## src/verilog/gpio_ports_defines.vh

```
// How it works
// [RULE1] Direction bit: 0 input, 1 output; resets 0
// [RULE2] Output pins drive output-data bit; data resets 1
// [RULE3] Third-port outputs are always open drain
// [RULE4] Second-port drive type: 0 open drain, 1 push-pull
// [RULE5] Third-port status reads live pin levels
// [RULE6] Fourth port: direction then data, bit n pin n
// [RULE7] Third port: direction, data, status at consecutive indexes
// [RULE8] Status writes ignored; pin levels doubly synchronised
`ifndef GPIO_PORTS_DEFINES_VH
`define GPIO_PORTS_DEFINES_VH

// ----------------------------------------
// Register indexes (byte address is four times the index)
// ----------------------------------------
`define IDX_PORT4_DIRECTION 8'hb0
`define IDX_PORT4_OUTPUT_VALUE 8'hb1
`define IDX_PORT3_DIRECTION 8'hc0
`define IDX_PORT3_OUTPUT_VALUE 8'hc1
`define IDX_PORT3_PIN_LEVEL 8'hc2
`define IDX_PORT2_DRIVER_TYPE 8'hd3
`define IDX_PORT2_DIRECTION 8'hd0
`define IDX_PORT2_OUTPUT_VALUE 8'hd1

// ----------------------------------------
// Reset values
// ----------------------------------------
`define RST_DIRECTION 8'h00
`define RST_OUTPUT_VALUE 8'hff
`define RST_DRIVER_TYPE 8'h00

// ----------------------------------------
// AHB encodings
// ----------------------------------------
`define HTRANS_NONSEQ_BIT 1
`define HRESP_OKAY 1'b0

`endif

```

## src/verilog/gpio_ports.v

```verilog
`timescale 1ns/1ps
`include "gpio_ports_defines.vh"

module gpio_ports (
	// Clock and reset
	input wire hclk,
	input wire hresetn,
	// AHB-Lite slave
	input wire hsel,
	input wire [31:0] haddr,
	input wire [1:0] htrans,
	input wire hwrite,
	input wire [2:0] hsize,
	input wire hready,
	input wire [31:0] hwdata,
	output wire [31:0] hrdata,
	output wire hreadyout,
	output wire hresp,
	// Second port pins
	input wire [7:0] port2_pin_in,
	output wire [7:0] port2_pin_out,
	output wire [7:0] port2_pin_oe,
	// Third port pins (open drain)
	input wire [7:0] port3_pin_in,
	output wire [7:0] port3_pin_out,
	output wire [7:0] port3_pin_oe,
	// Fourth port pins
	input wire [7:0] port4_pin_in,
	output wire [7:0] port4_pin_out,
	output wire [7:0] port4_pin_oe
);

	// ----------------------------------------
	// Register select positions
	// ----------------------------------------
	// One bit of the select vector per mapped register
	localparam SEL_PORT4_DIRECTION = 0;
	localparam SEL_PORT4_OUTPUT_VALUE = 1;
	localparam SEL_PORT3_DIRECTION = 2;
	localparam SEL_PORT3_OUTPUT_VALUE = 3;
	localparam SEL_PORT3_PIN_LEVEL = 4;
	localparam SEL_PORT2_DRIVER_TYPE = 5;
	localparam SEL_PORT2_DIRECTION = 6;
	localparam SEL_PORT2_OUTPUT_VALUE = 7;

	// ----------------------------------------
	// Declarations
	// ----------------------------------------
	// Second port registers and their next values
	reg [7:0] port2_direction_q;
	reg [7:0] port2_direction_d;
	reg [7:0] port2_output_value_q;
	reg [7:0] port2_output_value_d;
	reg [7:0] port2_driver_type_q;
	reg [7:0] port2_driver_type_d;

	// Third port registers and their next values
	reg [7:0] port3_direction_q;
	reg [7:0] port3_direction_d;
	reg [7:0] port3_output_value_q;
	reg [7:0] port3_output_value_d;

	// Fourth port registers and their next values
	reg [7:0] port4_direction_q;
	reg [7:0] port4_direction_d;
	reg [7:0] port4_output_value_q;
	reg [7:0] port4_output_value_d;
	// Two-stage pin level synchroniser
	reg [7:0] port3_sync1_q;
	reg [7:0] port3_level_q;
	// Bus slave state
	reg [7:0] wr_sel_q;
	reg [7:0] wr_sel_d;
	reg [31:0] hrdata_q;
	reg [31:0] hrdata_d;
	reg [7:0] rd_byte;
	// Address phase decode
	wire [7:0] acc_idx;
	wire [7:0] acc_sel;
	wire [7:0] wr_byte;
	wire addr_phase;
	wire rd_phase;
	wire wr_phase;

	// ----------------------------------------
	// Helper functions
	// ----------------------------------------
	// Word index of the byte address
	function [7:0] word_index;
		input [31:0] addr;
		begin
			word_index = addr[9:2];
		end
	endfunction

	// One-hot select of the register at an index, zero if unmapped
	function [7:0] reg_select;
		input [7:0] idx;
		begin
			reg_select = 8'h00;
			if (idx == `IDX_PORT4_DIRECTION) begin
				reg_select[SEL_PORT4_DIRECTION] = 1'b1;
			end else if (idx == `IDX_PORT4_OUTPUT_VALUE) begin
				reg_select[SEL_PORT4_OUTPUT_VALUE] = 1'b1;
			end else if (idx == `IDX_PORT3_DIRECTION) begin
				reg_select[SEL_PORT3_DIRECTION] = 1'b1;
			end else if (idx == `IDX_PORT3_OUTPUT_VALUE) begin
				reg_select[SEL_PORT3_OUTPUT_VALUE] = 1'b1;
			end else if (idx == `IDX_PORT3_PIN_LEVEL) begin
				reg_select[SEL_PORT3_PIN_LEVEL] = 1'b1;
			end else if (idx == `IDX_PORT2_DRIVER_TYPE) begin
				reg_select[SEL_PORT2_DRIVER_TYPE] = 1'b1;
			end else if (idx == `IDX_PORT2_DIRECTION) begin
				reg_select[SEL_PORT2_DIRECTION] = 1'b1;
			end else if (idx == `IDX_PORT2_OUTPUT_VALUE) begin
				reg_select[SEL_PORT2_OUTPUT_VALUE] = 1'b1;
			end
		end
	endfunction

	// [RULE8] drop status select
	function [7:0] writable;
		input [7:0] sel;
		begin
			writable = sel;
			writable[SEL_PORT3_PIN_LEVEL] = 1'b0;
		end
	endfunction

	// Next value of a byte register: new data on its strobe, else held
	function [7:0] next_byte;
		input [7:0] cur;
		input strobe;
		input [7:0] data;
		begin
			if (strobe) begin
				next_byte = data;
			end else begin
				next_byte = cur;
			end
		end
	endfunction

	// ----------------------------------------
	// Bus slave
	// ----------------------------------------
	// Transfer qualification in the address phase
	// Bit 1 of htrans is set for both NONSEQ and SEQ
	assign addr_phase = hsel & hready & htrans[`HTRANS_NONSEQ_BIT];
	assign rd_phase = addr_phase & ~hwrite;
	assign wr_phase = addr_phase & hwrite;
	assign acc_idx = word_index(haddr);
	assign acc_sel = reg_select(acc_idx);

	// Only the low byte of the write data is kept
	assign wr_byte = hwdata[7:0];

	// Zero wait states and always OKAY, so no transfer is ever stalled
	assign hreadyout = 1'b1;
	assign hresp = `HRESP_OKAY;
	assign hrdata = hrdata_q;

	// [RULE8] pending write select
	always @* begin
		wr_sel_d = 8'h00;
		if (wr_phase) begin
			wr_sel_d = writable(acc_sel);
		end
	end

	// [RULE5] [RULE6] [RULE7] read byte select
	// Next values are read, so a write still in its data phase is seen
	always @* begin
		// Unmapped indexes read zero
		rd_byte = 8'h00;
		if (acc_sel[SEL_PORT4_DIRECTION]) begin
			rd_byte = port4_direction_d;
		end else if (acc_sel[SEL_PORT4_OUTPUT_VALUE]) begin
			rd_byte = port4_output_value_d;
		end else if (acc_sel[SEL_PORT3_DIRECTION]) begin
			rd_byte = port3_direction_d;
		end else if (acc_sel[SEL_PORT3_OUTPUT_VALUE]) begin
			rd_byte = port3_output_value_d;
		end else if (acc_sel[SEL_PORT3_PIN_LEVEL]) begin
			rd_byte = port3_level_q;
		end else if (acc_sel[SEL_PORT2_DRIVER_TYPE]) begin
			rd_byte = port2_driver_type_d;
		end else if (acc_sel[SEL_PORT2_DIRECTION]) begin
			rd_byte = port2_direction_d;
		end else if (acc_sel[SEL_PORT2_OUTPUT_VALUE]) begin
			rd_byte = port2_output_value_d;
		end
	end

	// Read data is loaded in the address phase and stands until the next read
	always @* begin
		hrdata_d = hrdata_q;
		if (rd_phase) begin
			hrdata_d = {24'h000000, rd_byte};
		end
	end

	// Bus slave registers; nothing pending out of reset
	always @(posedge hclk or negedge hresetn) begin
		if (!hresetn) begin
			wr_sel_q <= 8'h00;
			hrdata_q <= 32'h00000000;
		end else begin
			wr_sel_q <= wr_sel_d;
			hrdata_q <= hrdata_d;
		end
	end

	// ----------------------------------------
	// Configuration registers
	// ----------------------------------------
	// [RULE6] [RULE7] per-register write strobes
	// Each register is loaded every edge and holds unless its strobe is set
	always @* begin
		port4_direction_d = next_byte(port4_direction_q,
			wr_sel_q[SEL_PORT4_DIRECTION], wr_byte);
		port4_output_value_d = next_byte(port4_output_value_q,
			wr_sel_q[SEL_PORT4_OUTPUT_VALUE], wr_byte);
		port3_direction_d = next_byte(port3_direction_q,
			wr_sel_q[SEL_PORT3_DIRECTION], wr_byte);
		port3_output_value_d = next_byte(port3_output_value_q,
			wr_sel_q[SEL_PORT3_OUTPUT_VALUE], wr_byte);
		port2_driver_type_d = next_byte(port2_driver_type_q,
			wr_sel_q[SEL_PORT2_DRIVER_TYPE], wr_byte);
		port2_direction_d = next_byte(port2_direction_q,
			wr_sel_q[SEL_PORT2_DIRECTION], wr_byte);
		port2_output_value_d = next_byte(port2_output_value_q,
			wr_sel_q[SEL_PORT2_OUTPUT_VALUE], wr_byte);
	end

	// [RULE4] drive type resets open drain
	always @(posedge hclk or negedge hresetn) begin
		if (!hresetn) begin
			port2_direction_q <= `RST_DIRECTION;
			port2_output_value_q <= `RST_OUTPUT_VALUE;
			port2_driver_type_q <= `RST_DRIVER_TYPE;
		end else begin
			port2_direction_q <= port2_direction_d;
			port2_output_value_q <= port2_output_value_d;
			port2_driver_type_q <= port2_driver_type_d;
		end
	end

	// [RULE1] [RULE2] [RULE7] third port registers
	always @(posedge hclk or negedge hresetn) begin
		if (!hresetn) begin
			port3_direction_q <= `RST_DIRECTION;
			port3_output_value_q <= `RST_OUTPUT_VALUE;
		end else begin
			port3_direction_q <= port3_direction_d;
			port3_output_value_q <= port3_output_value_d;
		end
	end

	// [RULE1] [RULE2] [RULE6] fourth port registers
	always @(posedge hclk or negedge hresetn) begin
		if (!hresetn) begin
			port4_direction_q <= `RST_DIRECTION;
			port4_output_value_q <= `RST_OUTPUT_VALUE;
		end else begin
			port4_direction_q <= port4_direction_d;
			port4_output_value_q <= port4_output_value_d;
		end
	end

	// ----------------------------------------
	// Pin level synchroniser
	// ----------------------------------------
	// [RULE8] two-stage synchroniser
	// Only the second stage feeds the read path
	// Both stages clear on reset, so early reads may show zero
	always @(posedge hclk or negedge hresetn) begin
		if (!hresetn) begin
			port3_sync1_q <= 8'h00;
			port3_level_q <= 8'h00;
		end else begin
			port3_sync1_q <= port3_pin_in;
			port3_level_q <= port3_sync1_q;
		end
	end

	// ----------------------------------------
	// Pin drivers
	// ----------------------------------------
	// [RULE4] open drain pulls low
	// A push-pull pin in output mode is enabled for both levels
	assign port2_pin_out = port2_output_value_q;
	assign port2_pin_oe = port2_direction_q &
		(port2_driver_type_q | ~port2_output_value_q);

	// [RULE3] third port pulls low only
	// The output level is held low; the enable alone releases the line
	assign port3_pin_out = 8'h00;
	assign port3_pin_oe = port3_direction_q & ~port3_output_value_q;

	// [RULE1] [RULE2] fourth port push-pull
	// Pins in input mode are never enabled
	assign port4_pin_out = port4_output_value_q;
	assign port4_pin_oe = port4_direction_q;

endmodule

```

## config.mk

```make
export PLATFORM = sky130hd
export DESIGN_NAME = gpio_ports
export DESIGN_NICKNAME = d
export VERILOG_FILES = /design/src/verilog/gpio_ports.v
export VERILOG_INCLUDE_DIRS = /design/src /design/src/verilog
export SDC_FILE = /design/constraint.sdc
export NUM_CORES = 1
export LEC_CHECK = 0
export BUFFER_PORTS_ARGS = -buffer_cell sky130_fd_sc_hd__buf_2
export CORE_ASPECT_RATIO = 0.75
export CORE_UTILIZATION = 45
export CTS_CLUSTER_SIZE = 25
export DETAILED_ROUTE_END_ITERATION = 8
export PLACE_DENSITY_LB_ADDON = 0.25
export SYNTH_ARGS = -nofsm -noshare
export SYNTH_HDL_FRONTEND = slang
export SYNTH_SLANG_ARGS = --single-unit
```

## constraint.sdc

```tcl
create_clock -name hclk -period 1.7 [get_ports hclk]
set_input_delay 0.17 -clock hclk [delete_from_list [all_inputs] [get_ports hclk]]
set_output_delay 0.17 -clock hclk [all_outputs]
set_load 0.02 [all_outputs]
```

# Word-level counts from Yosys, hierarchy flattened
# Cells that the tools add are included.
word_totals:
  register_bits: 88
  word_cells: 60
  out_inout_bits: 82
classes:
  bitwise_logic: 10
  muxes: 31
  eq_ne: 8
ops:
  columns: ["operator", "count"]
  rows:
  - ["two-way mux 8 bit", 16]
  - ["equality test 8 bit, second input constant", 8]
  - ["bitwise AND 8 bit", 2]
  - ["NOT 8 bit", 2]
  - ["two-way mux 1 bit", 9]
  - ["bitwise OR 8 bit", 1]
  - ["two-way mux 7 bit", 1]
  - ["two-way mux 6 bit", 1]
  - ["two-way mux 5 bit", 1]
  - ["bitwise AND 1 bit", 4]
  - ["two-way mux 4 bit", 1]
  - ["two-way mux 3 bit", 1]
  - ["two-way mux 2 bit", 1]
  - ["NOT 1 bit", 1]

# Logic depth before layout (Yosys ltp)
logic_depth:
  depth_word: 17
  mapped_depth: 7
  depth_no_buf: 5

# Least setup slack after synthesis
# OpenSTA, ideal clock, no wires.
synth_path:
  path_type: "input -> register"
  startpoint: "input port haddr[3]"
  endpoint: "register hrdata_q[2] (netlist: hrdata[2])"
  t_arrival_ns: 1.501
  setup_slack_ns: 0.115
  n_path_buf: 1
  stages: 6
  setup_ns: 0.084
  cell_sequence: "buf_6 > nor4b_4 > a22oi_1 > nand2b_1 > a311o_1 > a41oi_2"
synth_between:
  elab_chain_cells: 17
  word_cells_on_any_way: 31
  classes_between: "eq/ne: 8; mux: 23"
synth_rtl:
  columns: ["element", "line", "source"]
  rows:
  - ["start: declaration", "gpio_ports.v:10", "input wire [31:0] haddr,"]
  - ["equality test 8 bit (no line)", null, null]
  - ["two-way mux 1 bit", "gpio_ports.v:115", "end else if (idx == `IDX_PORT2_OUTPUT_VALUE) begin"]
  - ["two-way mux 1 bit", "gpio_ports.v:113", "end else if (idx == `IDX_PORT2_DIRECTION) begin"]
  - ["two-way mux 2 bit", "gpio_ports.v:111", "end else if (idx == `IDX_PORT2_DRIVER_TYPE) begin"]
  - ["two-way mux 3 bit", "gpio_ports.v:109", "end else if (idx == `IDX_PORT3_PIN_LEVEL) begin"]
  - ["two-way mux 4 bit", "gpio_ports.v:107", "end else if (idx == `IDX_PORT3_OUTPUT_VALUE) begin"]
  - ["two-way mux 5 bit", "gpio_ports.v:105", "end else if (idx == `IDX_PORT3_DIRECTION) begin"]
  - ["two-way mux 6 bit", "gpio_ports.v:103", "end else if (idx == `IDX_PORT4_OUTPUT_VALUE) begin"]
  - ["two-way mux 7 bit", "gpio_ports.v:101", "if (idx == `IDX_PORT4_DIRECTION) begin"]
  - ["two-way mux 8 bit", "gpio_ports.v:190", "end else if (acc_sel[SEL_PORT2_OUTPUT_VALUE]) begin"]
  - ["two-way mux 8 bit", "gpio_ports.v:188", "end else if (acc_sel[SEL_PORT2_DIRECTION]) begin"]
  - ["two-way mux 8 bit", "gpio_ports.v:186", "end else if (acc_sel[SEL_PORT2_DRIVER_TYPE]) begin"]
  - ["two-way mux 8 bit", "gpio_ports.v:184", "end else if (acc_sel[SEL_PORT3_PIN_LEVEL]) begin"]
  - ["two-way mux 8 bit", "gpio_ports.v:182", "end else if (acc_sel[SEL_PORT3_OUTPUT_VALUE]) begin"]
  - ["two-way mux 8 bit", "gpio_ports.v:180", "end else if (acc_sel[SEL_PORT3_DIRECTION]) begin"]
  - ["two-way mux 8 bit", "gpio_ports.v:178", "end else if (acc_sel[SEL_PORT4_OUTPUT_VALUE]) begin"]
  - ["two-way mux 8 bit *", "gpio_ports.v:176", "if (acc_sel[SEL_PORT4_DIRECTION]) begin"]
  - ["end signal: assignment", "gpio_ports.v:210", "hrdata_q <= hrdata_d;"]
  - ["end: declaration", "gpio_ports.v:74", "reg [31:0] hrdata_q;"]
# Every way passes the cells marked *; elsewhere a longest branch is shown, timed or not.
# A chain may end at the register's enable or synchronous reset.

# Worst setup path after layout
layout_path:
  startpoint: "register wr_sel_q[6]"
  endpoint: "register hrdata_q[5] (netlist: hrdata[5])"
layout_between:
  elab_chain_cells: 8
layout_rtl:
  columns: ["element", "line", "source"]
  rows:
  - ["start: declaration", "gpio_ports.v:72", "reg [7:0] wr_sel_q;"]
  - ["start signal: assignment", "gpio_ports.v:209", "wr_sel_q <= wr_sel_d;"]
  - ["two-way mux 8 bit", "gpio_ports.v:136", "if (strobe) begin"]
  - ["via port2_direction_d[5]", "gpio_ports.v:51", "reg [7:0] port2_direction_d;"]
  - ["two-way mux 8 bit", "gpio_ports.v:188", null]
  - ["two-way mux 8 bit", "gpio_ports.v:186", null]
  - ["two-way mux 8 bit", "gpio_ports.v:184", null]
  - ["two-way mux 8 bit", "gpio_ports.v:182", null]
  - ["two-way mux 8 bit", "gpio_ports.v:180", null]
  - ["two-way mux 8 bit", "gpio_ports.v:178", null]
  - ["two-way mux 8 bit", "gpio_ports.v:176", null]
# The timed path passes the listed nets, and every way through them passes these cells.

==> results.sh <==
export IMPL_worstSkewPairLatency_ns=0.35
export IMPL_num_vias=3033
export IMPL_cellPowerDensity_nw_per_um2=915.1
export IMPL_finalMaxSlewViolations=0
export IMPL_wl_met3_um=599
export IMPL_drt_pass1_iterations=4
export IMPL_crit_chain="buf_12 > mux2_2 > a22oi_2 > nand2b_4 > a311o_1 > a41oi_2"
export IMPL_setup_viol=0
export IMPL_synth_ff_type="dfrtp_1"
export IMPL_cap_violations=0
export IMPL_yosys_warnings=0
export IMPL_grt_antenna_before_repair=0
export IMPL_wl_met1_um=4900
export IMPL_period_needed_ns=1.640
export IMPL_final_cell_mix="76 x buf_2, 60 x dfrtp_1, 53 x mux2_2, 35 x buf_4, 34 x conb_1"
export IMPL_syn_area_per_cell_um2=11.89
export IMPL_leakage_nw=2.511
export IMPL_routed_top_layer="met4"
export IMPL_grt_max_degree=35
export IMPL_status="completed"
export IMPL_die_h_um=84.79
export IMPL_critical_path_slowest_cell="dfrtp_1"
export IMPL_mostFrequentLayoutCell="buf_2"
export IMPL_max_stage_delay_ns=0.39
export IMPL_cpLargestDelayFamily="compound AO/OA/AOI/OAI gates"
export IMPL_period_share_pct=96.49
export IMPL_cp_start_kind="flip-flop"
export IMPL_yosysUniqueCellTypes=40
export IMPL_final_core_util_pct=60.60
export IMPL_finalHoldViolCount=0
export IMPL_grt_pass1_vias=3035
export IMPL_synthArstFlopShare_pct=100.0
export IMPL_fin_skew_ns=0.009342
export IMPL_crit_fanout=8
export IMPL_grt_overflow_total=0
export IMPL_die_area_um2=9530
export IMPL_syn_cell_area_um2=4113
export IMPL_postCtsSetupBuffers=0
export IMPL_fillers=737
export IMPL_wl_per_cell_um=17.21
export IMPL_area_growth_pct=27.78
export IMPL_required_ns=1.96
export IMPL_power_mw=4.809
export IMPL_place_congestion=0.8465
export IMPL_synth_seq_cells=87
export IMPL_synth_edf_count=0
export IMPL_cp_arrival_ns=1.90
export IMPL_port_buffers=77
export IMPL_hold_path_class="in2reg"
export IMPL_routed_via_density=5.247
export IMPL_ys_seq_area_share_pct=53.67
export IMPL_cts_sinks=87
export IMPL_core_region_area_um2=8672
export IMPL_die_w_um=112.4
export IMPL_fmax_mhz=609.6
export IMPL_dr_first_iter_drc_count=215
export IMPL_critPathBufInv=1
export IMPL_end_kind="flip-flop"
export IMPL_cts_made_buffers=9
export IMPL_wl_um=9950
export IMPL_ant_nets=0
export IMPL_nets=563
export IMPL_cts_tree="done"
export IMPL_remaining_drc_errors=0
export IMPL_dr_wl_met2_um=4333
export IMPL_grt_pass1_wl_um=15550
export IMPL_syn_inst=346
export IMPL_diodes=0
export IMPL_hold_slack_ns=0.1272
export IMPL_clockRootBuffer="clkbuf_16"
export IMPL_io_pins=180
export IMPL_setup_worst_path_class="reg2reg"
export IMPL_track_usage_pct=22.13
export IMPL_start_util_pct=47.42
export IMPL_clk_path_buf_depth=2
export IMPL_htreeDepth=3
export IMPL_cts_clk_slew_worst_paths_ns=0.07
export IMPL_place_hpwl_um=7248
export IMPL_ir_drop_mv=0.9469
export IMPL_drive_gt1_share_pct=48.72
export IMPL_rows=29
## state kept, by name, summed over array words and instances (netlist names)
| register | cells |
|---|---|
| hrdata | 8 |
| port3_direction_q | 8 |
| wr_sel_q | 7 |
| port2_driver_type_q | 8 |
| port2_direction_q | 8 |
| port2_pin_out | 8 |
| port3_sync1_q | 8 |
| port3_level_q | 8 |
| port4_pin_out | 8 |
| port4_pin_oe | 8 |
| port3_output_value_q | 8 |
## what timing repair did
item,in CTS,in global routing
resized for setup,5,17
hold buffers,9,0
setup endpoints to repair,5,7
hold endpoints to repair,30,0
cloned,0,0
pin swaps,1,5
## cells in the mapped netlist, drive strengths merged, types with 2 or more instances
master,count,area (um2)
o2bb2a,4,40.04
nor2b,14,87.58
dfstp,24,630.6
a311o,3,30.03
a2bb2oi,3,26.28
nand4b,2,17.52
nor3,9,45.04
nand2,14,52.55
a41oi,3,41.29
a21oi,15,75.07
inv,12,45.04
nand2b,3,18.77
nand4,2,12.51
o22ai,11,68.82
mux2,53,596.8
o21ai,4,20.02
nor2,11,41.29
o221ai,4,35.03
buf,40,291.5
nand3,10,50.05
a22oi,8,60.06
a21boi,12,90.09
conb,2,7.510
dfrtp,63,1577
and4b,2,20.02
clkbuf,7,26.28
## tightest hold or removal path: stages
cell     delay [ns]
buf_2          0.09
or2_2          0.11
o31ai_1        0.06
## layout make-up
cell class	instances	area [um2]	area share [%]
multi-input cells	232	1739	33.10
repair buffers	123	793.3	15.10
flip-flops and latches	87	2211	42.07
inverters	12	45.04	0.8571
well taps	108	135.1	2.571
clock inverters	6	92.59	1.762
clock buffers	10	239.0	4.548
## through the flow
stage / setup slack (ns) / TNS [ns] / cell area (um2) / std cells
floorplan: 0.1154 / 0 / 4233 / 378
global placement: -0.04879 / -0.1539 / 4753 / 553
detailed placement: -0.04905 / -0.1369 / 4753 / 553
CTS: 0.002144 / 0 / 5177 / 578
global route: -0.01642 / -0.02291 / 5255 / 578
finish: 0.05970 / 0 / 5255 / 578
## power breakdown
part | internal, mW | switching [mW]
Clock | 1.33 | 0.831
Combinational | 0.166 | 0.305
Sequential | 2.14 | 0.0330
## layer usage
metal  vias to the layer above  global-route usage, %
met5                         -                      0
li1                       1420                      -
met2                       100                  31.68
met1                      1503                  32.33
met4                         0                  6.182
met3                        10                  6.931
## path summary, 6_finish.rpt
| path | from | to | slack, ns | cells after the start |
|---|---|---|---|---|
| worst min-delay path | hwrite | hrdata[7]$_DFFE_PN0P_ | 0.13 | 3 |
| min in group asynchronous | hresetn | port2_direction_q[3]$_DFF_PN0_ | 0.32 | 2 |
| max in group asynchronous | hresetn | port3_output_value_q[0]$_DFF_PN1_ | 0.79 | 3 |
| worst max register to register | wr_sel_q[6]$_DFF_PN0_ | hrdata[5]$_DFFE_PN0P_ | 0.06 | 6 |
| worst max-delay path | wr_sel_q[6]$_DFF_PN0_ | hrdata[5]$_DFFE_PN0P_ | 0.06 | 6 |
| worst min register to register | port3_sync1_q[7]$_DFF_PN0_ | port3_level_q[7]$_DFF_PN0_ | 0.34 | 0 |
## kinds of logic (layout without fill, tap and decap cells)
logic type | Yosys count | count (layout) | synth area share [%]
flip-flops | 87 | 87 | 53.67
other | 2 | 34 | 0.1826
AO/OA/AOI/OAI | 73 | 73 | 12.93
multiplexers | 53 | 53 | 14.51
buffers and inverters | 59 | 151 | 8.822
AND/OR/NAND/NOR | 72 | 72 | 9.887
(Power assumes the default switching activity.)
